<file path="config.mk">
export PLATFORM = sky130hd
export DESIGN_NAME = ast_serial_tx
export DESIGN_NICKNAME = d
export VERILOG_FILES = /design/src/core/ast_serial_tx_rules_placeholder.sv /design/src/core/ast_pkg.sv /design/src/core/ast_serial_tx.sv
export VERILOG_INCLUDE_DIRS = /design/src /design/src/core
export SDC_FILE = /design/constraint.sdc
export NUM_CORES = 1
export LEC_CHECK = 0
export BUFFER_PORTS_ARGS = -buffer_cell sky130_fd_sc_hd__buf_2
export CORE_MARGIN = 2
export CORE_UTILIZATION = 35
export CTS_CLUSTER_DIAMETER = 50
export DETAILED_ROUTE_END_ITERATION = 7
export GPL_ROUTABILITY_DRIVEN = 0
export MAX_ROUTING_LAYER = met4
export PLACE_DENSITY = 0.59
export SLEW_MARGIN = 20
export SYNTH_ARGS = -nofsm -noshare
export SYNTH_HDL_FRONTEND = slang
export SYNTH_SLANG_ARGS = --single-unit
</file>
<file path="constraint.sdc">
create_clock -name clk -period 2.2 [get_ports clk]
set_clock_uncertainty 0.1 [all_clocks]
set_input_delay 0.11 -clock clk [delete_from_list [all_inputs] [get_ports clk]]
set_output_delay 0.11 -clock clk [all_outputs]
set_load 0.005 [all_outputs]
</file>
<file path="src/core/ast_defines.svh">
// Register indices, field positions, reset values and timing counts of the serial transmitter
`ifndef AST_DEFINES_SVH
`define AST_DEFINES_SVH

// Register indices; byte address is four times the index
`define AST_IDX_IRQ_FLAGS_B 6'h10
`define AST_IDX_IRQ_ENABLES_B 6'h11
`define AST_IDX_RX_CTRL_STATUS 6'h13
`define AST_IDX_TX_CTRL_STATUS 6'h15
`define AST_IDX_TX_HOLDING_BUF 6'h16
`define AST_IDX_BAUD_DIVISOR 6'h17
`define AST_IDX_IRQ_FLAGS_A 6'h18
`define AST_IDX_IRQ_ENABLES_A 6'h19

// Field positions in the transmit control/status register
`define AST_TXCS_CLK_SRC 7
`define AST_TXCS_NINTH_EN 6
`define AST_TXCS_TX_EN 5
`define AST_TXCS_CLOCKED 4
`define AST_TXCS_SHIFTER_EMPTY 1
`define AST_TXCS_NINTH_VALUE 0

// Field positions elsewhere
`define AST_RXCS_PORT_EN 7
`define AST_IRQ_TX_BIT 1

// Reset values
`define AST_RST_TX_CTRL 8'h02
`define AST_RST_RX_CTRL 8'h00
`define AST_RST_BAUD_DIV 8'h00
`define AST_RST_IRQ_EN 8'h00

// Timing: generator ticks per bit, bits per frame
`define AST_TICKS_PER_BIT 64
`define AST_FRAME_BITS_8 4'd10
`define AST_FRAME_BITS_9 4'd11

`endif

</file>
<file path="src/core/ast_serial_tx_rules_placeholder.sv">
// Intentionally minimal helper-free file: no logic
`timescale 1ns/1ps
`default_nettype none
`default_nettype wire

</file>
<file path="src/core/ast_pkg.sv">
// Types shared by the serial transmitter
package ast_pkg;

  // Transmit sequencer states, one-hot
  typedef enum logic [2:0] {
    AST_IDLE  = 3'b001,
    AST_ARMED = 3'b010,
    AST_SHIFT = 3'b100
  } ast_state_t;

endpackage : ast_pkg

</file>
<file path="src/core/ast_serial_tx.sv">
// Asynchronous serial transmitter with baud generator and Wishbone register slave
`timescale 1ns/1ps
`default_nettype none
`include "ast_defines.svh"

// What this block does
// RULE1: Frames are one low start bit, eight or nine data bits, one high stop bit.
// RULE2: An eight-bit baud generator divides the clock by the divisor register value plus one.
// RULE3: Each transmitted bit lasts 64 baud generator ticks.
// RULE4: Transmit logic runs alone; frame format and baud setting are shared settings.
// RULE5: No parity logic; software supplies any parity through the ninth bit.
// RULE6: All activity freezes while the sleep input is high; the code freezes only the baud generator and sequencer, not the bus.
// RULE7: Asynchronous operation only while the clocked-mode select bit four is clear.
// RULE8: Shifter loads only when idle or as the stop bit ends, and only if the buffer is full.
// RULE9: Buffer-to-shifter move happens at a generator tick and sets the empty flag.
// RULE10: Empty flag ignores the enable, cannot be cleared by software, cleared by buffer write.
// RULE11: Interrupt request comes from the empty flag only while its enable is set.
// RULE12: Status bit one is read-only and reads one when the shifter is empty.
// RULE13: The shifter-empty status drives no interrupt.
// RULE14: The shift register cannot be read or written by software.
// RULE15: Bit five enables; a frame waits for buffered data and a shift clock.
// RULE16: Writing the buffer first and enabling afterwards also starts a frame.
// RULE17: Write to an empty shifter moves straight through, allowing back-to-back frames.
// RULE18: Clearing the enable aborts the frame and releases the pin.
// RULE19: Bit six selects nine-bit frames; the ninth bit comes from bit zero.
// RULE20: Software writes the ninth bit before the data byte.
// RULE21: Software programs divisor, mode, options, data, then enable, in that order.
// RULE22: Generator divides by divisor plus one.
// RULE23: Data goes least significant bit first; line idles high.
module ast_serial_tx (
  input wire logic clk,
  input wire logic rst,
  input wire logic wb_cyc_i,
  input wire logic wb_stb_i,
  input wire logic wb_we_i,
  input wire logic [7:0] wb_adr_i,
  input wire logic [3:0] wb_sel_i,
  input wire logic [31:0] wb_dat_i,
  output logic [31:0] wb_dat_o,
  output logic wb_ack_o,
  input wire logic sleepMode,
  output logic txLinePinOut,
  output logic txLinePinOen,
  output logic txIrq
);

  // ---------------------------------------------------------------
  // Register decode
  // ---------------------------------------------------------------

  // True when the word address selects the given register index
  function automatic logic regHit(input logic [7:0] adr, input logic [5:0] idx);
    regHit = (adr[7:2] == idx);
  endfunction : regHit

  logic ack_q;
  logic [31:0] rdData_q;
  logic busAccess;
  logic busWrite;
  logic [7:0] txCtrl_q;
  logic portEnable_q;
  logic [7:0] baudDivisor_q;
  logic [7:0] holdBuf_q;
  logic bufFull_q;
  logic [7:0] irqEnablesA_q;
  logic [7:0] irqEnablesB_q;
  logic [7:0] baudCnt_q;
  logic [5:0] subCnt_q;
  logic [10:0] shiftReg_q;
  logic [3:0] bitsLeft_q;
  ast_pkg::ast_state_t state_q;
  logic baudTick;
  logic bitTick;
  logic txActive;
  logic loadNow;
  logic shifterEmpty;
  logic bufEmptyFlag;
  logic holdWrite;
  logic [10:0] frameWord;
  logic [3:0] frameBits;

  // Bus request taken on the edge where ack rises
  assign busAccess = wb_cyc_i && wb_stb_i && !ack_q;
  assign busWrite = busAccess && wb_we_i && wb_sel_i[0];
  assign holdWrite = busWrite && regHit(wb_adr_i, `AST_IDX_TX_HOLDING_BUF);

  // Status decoded from the sequencer and the buffer flag; transmit enable from the control bits
  assign shifterEmpty = (state_q == ast_pkg::AST_IDLE); // RULE12
  assign bufEmptyFlag = !bufFull_q; // RULE10
  assign txActive = portEnable_q && txCtrl_q[`AST_TXCS_TX_EN]
    && !txCtrl_q[`AST_TXCS_CLOCKED]; // RULE7 RULE15

  // Interrupt request from the buffer flag only; shifter status is poll-only
  assign txIrq = bufEmptyFlag && irqEnablesA_q[`AST_IRQ_TX_BIT]; // RULE11 RULE13

  // ---------------------------------------------------------------
  // Wishbone slave
  // ---------------------------------------------------------------

  // Acknowledge one cycle after the request, drop it the cycle after
  always_ff @(posedge clk) begin
    if (rst) begin
      ack_q <= 1'b0;
    end else begin
      ack_q <= busAccess;
    end
  end

  // Read data captured with the acknowledge; unmapped reads return zero
  always_ff @(posedge clk) begin
    if (rst) begin
      rdData_q <= 32'h0000_0000;
    end else if (busAccess) begin
      rdData_q <= 32'h0000_0000;
      if (regHit(wb_adr_i, `AST_IDX_TX_CTRL_STATUS)) begin
        rdData_q[7:0] <= {txCtrl_q[7:2], shifterEmpty, txCtrl_q[0]}; // RULE12
      end else if (regHit(wb_adr_i, `AST_IDX_RX_CTRL_STATUS)) begin
        rdData_q[`AST_RXCS_PORT_EN] <= portEnable_q;
      end else if (regHit(wb_adr_i, `AST_IDX_TX_HOLDING_BUF)) begin
        rdData_q[7:0] <= holdBuf_q; // RULE14
      end else if (regHit(wb_adr_i, `AST_IDX_BAUD_DIVISOR)) begin
        rdData_q[7:0] <= baudDivisor_q;
      end else if (regHit(wb_adr_i, `AST_IDX_IRQ_FLAGS_A)) begin
        rdData_q[`AST_IRQ_TX_BIT] <= bufEmptyFlag;
      end else if (regHit(wb_adr_i, `AST_IDX_IRQ_ENABLES_A)) begin
        rdData_q[7:0] <= irqEnablesA_q;
      end else if (regHit(wb_adr_i, `AST_IDX_IRQ_FLAGS_B)) begin
        rdData_q[7:0] <= 8'h00;
      end else if (regHit(wb_adr_i, `AST_IDX_IRQ_ENABLES_B)) begin
        rdData_q[7:0] <= irqEnablesB_q;
      end
    end
  end

  assign wb_ack_o = ack_q;
  assign wb_dat_o = rdData_q;

  // ---------------------------------------------------------------
  // Software registers
  // ---------------------------------------------------------------

  // Transmit control/status; bit one is never stored, bits three and two read zero
  always_ff @(posedge clk) begin
    if (rst) begin
      txCtrl_q <= `AST_RST_TX_CTRL;
    end else if (busWrite && regHit(wb_adr_i, `AST_IDX_TX_CTRL_STATUS)) begin
      txCtrl_q <= {wb_dat_i[7:4], 2'b00, 1'b1, wb_dat_i[0]}; // RULE12
    end
  end

  // Port enable, the only receive control bit this block uses
  always_ff @(posedge clk) begin
    if (rst) begin
      portEnable_q <= 1'(`AST_RST_RX_CTRL >> `AST_RXCS_PORT_EN);
    end else if (busWrite && regHit(wb_adr_i, `AST_IDX_RX_CTRL_STATUS)) begin
      portEnable_q <= wb_dat_i[`AST_RXCS_PORT_EN];
    end
  end

  // Baud divisor, shared with the receive side
  always_ff @(posedge clk) begin
    if (rst) begin
      baudDivisor_q <= `AST_RST_BAUD_DIV;
    end else if (busWrite && regHit(wb_adr_i, `AST_IDX_BAUD_DIVISOR)) begin
      baudDivisor_q <= wb_dat_i[7:0]; // RULE2 RULE4
    end
  end

  // Interrupt enable registers
  always_ff @(posedge clk) begin
    if (rst) begin
      irqEnablesA_q <= `AST_RST_IRQ_EN;
      irqEnablesB_q <= `AST_RST_IRQ_EN;
    end else begin
      if (busWrite && regHit(wb_adr_i, `AST_IDX_IRQ_ENABLES_A)) begin
        irqEnablesA_q <= wb_dat_i[7:0];
      end
      if (busWrite && regHit(wb_adr_i, `AST_IDX_IRQ_ENABLES_B)) begin
        irqEnablesB_q <= wb_dat_i[7:0];
      end
    end
  end

  // Holding buffer data
  always_ff @(posedge clk) begin
    if (rst) begin
      holdBuf_q <= 8'h00;
    end else if (holdWrite) begin
      holdBuf_q <= wb_dat_i[7:0];
    end
  end

  // Buffer full; a write in the same cycle as a transfer leaves it full
  always_ff @(posedge clk) begin
    if (rst) begin
      bufFull_q <= 1'b0;
    end else if (holdWrite) begin
      bufFull_q <= 1'b1; // RULE10
    end else if (loadNow) begin
      bufFull_q <= 1'b0; // RULE9
    end
  end

  // ---------------------------------------------------------------
  // Baud generator
  // ---------------------------------------------------------------

  // Tick every divisor plus one cycles; frozen in sleep
  assign baudTick = !sleepMode && (baudCnt_q == 8'h00); // RULE22 RULE6
  assign bitTick = baudTick && (subCnt_q == 6'(`AST_TICKS_PER_BIT - 1)); // RULE3

  always_ff @(posedge clk) begin
    if (rst) begin
      baudCnt_q <= 8'h00;
    end else if (!sleepMode) begin
      if (baudCnt_q == 8'h00) begin
        baudCnt_q <= baudDivisor_q; // RULE2 RULE22
      end else begin
        baudCnt_q <= baudCnt_q - 8'h01;
      end
    end
  end

  // Ticks within one bit time
  always_ff @(posedge clk) begin
    if (rst) begin
      subCnt_q <= 6'h00;
    end else if (baudTick) begin
      subCnt_q <= subCnt_q + 6'h01; // RULE3
    end
  end

  // ---------------------------------------------------------------
  // Transmit sequencer
  // ---------------------------------------------------------------

  // Frame image, stop bit on top, start bit at the bottom, LSB first
  assign frameWord = txCtrl_q[`AST_TXCS_NINTH_EN]
    ? {1'b1, txCtrl_q[`AST_TXCS_NINTH_VALUE], holdBuf_q, 1'b0} // RULE19 RULE5
    : {2'b11, holdBuf_q, 1'b0}; // RULE1 RULE23
  assign frameBits = txCtrl_q[`AST_TXCS_NINTH_EN] ? `AST_FRAME_BITS_9 : `AST_FRAME_BITS_8;

  // Transfer at a generator tick when empty, or right as the stop bit ends
  assign loadNow = txActive && bufFull_q
    && ((shifterEmpty && baudTick)
      || (state_q == ast_pkg::AST_SHIFT && bitTick && bitsLeft_q == 4'd1)); // RULE8 RULE9 RULE17

  always_ff @(posedge clk) begin
    if (rst) begin
      state_q <= ast_pkg::AST_IDLE;
      shiftReg_q <= 11'h7ff;
      bitsLeft_q <= 4'h0;
    end else if (!txActive) begin
      state_q <= ast_pkg::AST_IDLE; // RULE18
      shiftReg_q <= 11'h7ff;
      bitsLeft_q <= 4'h0;
    end else if (!sleepMode) begin
      case (state_q)
        ast_pkg::AST_IDLE: begin
          if (loadNow) begin
            shiftReg_q <= frameWord; // RULE16 RULE17
            bitsLeft_q <= frameBits;
            state_q <= ast_pkg::AST_ARMED;
          end
        end
        ast_pkg::AST_ARMED: begin
          if (bitTick) begin
            state_q <= ast_pkg::AST_SHIFT; // RULE15
          end
        end
        ast_pkg::AST_SHIFT: begin
          if (bitTick) begin
            if (bitsLeft_q == 4'd1) begin
              if (loadNow) begin
                shiftReg_q <= frameWord; // RULE8
                bitsLeft_q <= frameBits;
              end else begin
                state_q <= ast_pkg::AST_IDLE;
                shiftReg_q <= 11'h7ff;
                bitsLeft_q <= 4'h0;
              end
            end else begin
              shiftReg_q <= {1'b1, shiftReg_q[10:1]}; // RULE23
              bitsLeft_q <= bitsLeft_q - 4'd1;
            end
          end
        end
        default: begin
          state_q <= ast_pkg::AST_IDLE;
        end
      endcase
    end
  end

  // Pin idles high while enabled, released when disabled
  assign txLinePinOut = (state_q == ast_pkg::AST_SHIFT) ? shiftReg_q[0] : 1'b1; // RULE23
  assign txLinePinOen = !txActive; // RULE18
endmodule : ast_serial_tx
`default_nettype wire

</file>
==> summary.md <==
| Metric | Value |
|---|---|
| Largest stage delay on the critical path | 430 ps |
| Total leakage power | 1.729 nW |
| Most frequent cells in the layout | 76 x dfxtp_1, 73 x nand2_1, 47 x nor2_1 |
| FF-to-FF setup slack | about 80 ps |
| Share of cells above drive strength 1 | 0.1778 |
| Top FF cell, synth | dfxtp_1 |
| Slew Limit Fails | 0 |
| DR vias | 3550 |
| CTS tree | done |
| Maximum VDD drop | ~0.47 mV |
| Num rows | 38 |
| Hold path endpoint | baudCnt_q[1] |
| Combinational share of power | 0.296 |
| Layout Cells excl Fill | 680 |
| Initial antenna violation count | 0 |
| Net Switching | 1.269 mW |
| Chip height | 109.9 um |
| R2R Path End | state_q[0] |
| Tot Pwr | 4.010 mW |
| R2r worst-path depth | 8 |
| CTS buffer count | 9 |
| Asr flop ratio synth | 0 |
| Flop pwr share | 0.408 |
| Die Footprint | 12070 um^2 |
| Vias per cell | 5.221 |
| Max-slew headroom | 0.5642 |
| Avg Inst Size Synth | 8.155 um^2 |
| CP Data Required Time | 2360 ps |
| Fill count | 1090 |
| Worst Setup End Kind | register |
| Status | complete, no violations |
| Crit. Startpoint | baudCnt_q[0] |
| Post-synth EDFFs | 0 |
| Diodes inserted | 0 |
| Final Setup Violations | 0 |
| Fin nets | 590 |
| Initial DRC Count | 171 |
| Die X | 109.9 um |
| I/O pin cnt | 86 |
| Critical Path AT | 2280 ps |
| Count of different cell masters after synthesis | 60 |
| First-pass GRT wire length | between 15000 and 20000 um |
| Power density cells | 866.4 nW/um^2 |
| Core footprint | 10890 um^2 |
| Final Hold Fails | 0 |
| Hold WC Path Type | in2reg |
| Delay-heaviest family, CP | simple AND/OR/NAND/NOR gates |
| Detail Placement HPWL | 7182 um |
| Hold Path Origin | sleepMode |
| Root buffer cell | clkbuf_8 |
| Largest net degree at the start of global routing | 64 |
| Switching Share | 0.3166 |
| Vias in the first global route | 3322 |
| Drc violations | 0 |
| Clock Power Share | 0.297 |
| Area grow syn2layout | 17.99% |
| Fmax | 471.5 MHz |
| Crit Path Max Fanout | 3 |
| Most common cell after layout, fill and taps aside | dfxtp_1 |
| Max Cap Viol | 0 |
| Grt ovf | 0 |
| Worst Setup Start Kind | register |
| Worst Path Buf+Inv | 2 |
| FF+latch count, synth | 79 |
| Initial Util | 0.3603 |
| Clock period minus final worst setup slack | 2121 ps |
| Clk pin slew, worst setup/hold paths | around 80 ps |
| Maximum clock path buffer count | 2 |
| Final ANT Viol Nets | 0 |
| Fin crit share | 0.9639 |
| WL per Instance | approximately 14 um |
| Clock sink count | 79 |
| Gr usage total | 0.1798 |
| Worst-skew pair later-pin latency | 350 ps |
| Cell count after synthesis | 481 |
| Crit path max-delay cell type | or4_1 |
| Reg2reg start | baudCnt_q[0] |
| Setup CP Type | reg2reg |
| TritonRoute pass-1 iters | 5 |
| Routed Wire Length | 9619 um |
| Postcts setup bufs | 0 |
| Htree depth | 3 |
| Synth Warn # | 0 |
| Sequential area share after synthesis | 0.4032 |
| Cell Chain, Critical Path | inv_1 -> ha_2 -> nor3b_4 -> nand3_2 -> o311a_1 -> buf_4 -> or4_1 -> o21a_1 |
| Cells after DPL | 656 |
| I/O Buffers | 32 |
| Cell area after synthesis | 3923 um^2 |
| Internal cell power | about 2.7 mW |
| Worst-margin pin slew | around 650 ps |
| Hold Path Depth | 3 |
[stage by stage]
step	setup WS, ps	TNS, ps	area [um^2]	hold WS (ps)	util
2_1_floorplan	-17.28	-17.28	4030	146.0	-
3_3_place_gp	50.20	0	4290	303.8	0.3940
3_5_place_dp	16.43	0	4290	309.8	0.3940
4_1_cts	22.15	0	4598	2.328	0.4223
5_1_grt	-1.362	-1.362	4628	24.36	0.4251
6_report	79.31	0	4628	17.50	0.4251
[tightest hold or removal path: stages]
cell	delay, ps
buf_2	180
nand2_1	80
a21oi_1	50
[how the worst max path moves through the flow]
| stage | to | slack (ps) | cells after the start |
|---|---|---|---|
| 6_report | state_q[0] | 80 | 8 |
| 2_1_floorplan | bitsLeft_q[2] | -20 | 6 |
| 3_5_place_dp | state_q[2] | 20 | 5 |
| 4_1_cts | state_q[2] | 20 | 7 |
| 3_3_place_gp | state_q[2] | 50 | 5 |
| 5_1_grt | state_q[0] | -1 | 8 |
[power by group through the flow]
stage | Clock, mW | Sequential [mW] | Combinational [mW]
global route | 1.30 | 1.65 | 1.33
finish | 1.19 | 1.63 | 1.19
CTS | 1.22 | 1.62 | 1.13
global placement | 0 | 1.64 | 1.07
floorplan | 0 | 1.63 | 0.815
detailed placement | 0 | 1.64 | 1.09
[flip-flops by register name (all words and copies together), names as in the netlist, 4 cells and up]
| name | cells |
|---|---|
| shiftReg_q | 10 |
| bitsLeft_q | 4 |
| irqEnablesA_q | 8 |
| txCtrl_q | 5 |
| subCnt_q | 6 |
| irqEnablesB_q | 8 |
| baudDivisor_q | 8 |
| baudCnt_q | 8 |
| wb_dat_o | 8 |
| holdBuf_q | 8 |
[final cells by class]
class / instances / area, um^2 / area share
timing repair buffer: 66 / 435.4 / 0.09408
inverter: 11 / 41.29 / 0.008921
multi-input combinational: 368 / 2172 / 0.4693
clock buffer: 9 / 123.9 / 0.02676
sequential: 79 / 1585 / 0.3425
clock inverter: 7 / 95.09 / 0.02055
tap: 140 / 175.2 / 0.03785
[Yosys cell counts, drive strengths merged, types with 5 or more instances]
cell	n	area [um^2]
o211ai	11	82.58
dfxtp	79	1582
nor3b	7	57.55
buf	27	192.7
nand3	15	75.07
ha	5	62.56
clkbuf	19	71.32
a211oi	6	45.04
mux2i	18	180.2
nor3	13	81.33
nor2	47	176.4
nand2	73	274.0
o21ai	14	73.82
inv	10	37.54
a21oi	46	230.2
o22ai	10	62.56
[logic make-up after synthesis]
group / Yosys count / synth area share
simple gates: 196 / 0.2466
compound gates: 117 / 0.1911
flops: 79 / 0.4032
buf+inv: 57 / 0.07783
mux: 19 / 0.04880
xor+xnor: 7 / 0.01563
fa+ha+maj: 5 / 0.01595
other cells: 1 / 0.0009560
[what timing repair did]
item                                   4_1_cts  5_1_grt
pin swaps                                    0        3
hold buffers                                 8        0
endpoints found under the hold margin       35        0
setup endpoints to repair                    1        9
resized for setup                            1        9
[metal layers]
metal	part of all wire	routed length, um	global-route usage
met5	0	0	-
met4	0.025	243	0.06691
met3	0.045	429	0.03379
met2	0.46	4451	0.2783
met1	0.47	4494	0.2329
Note: power is estimated with default switching activity, not from simulation.
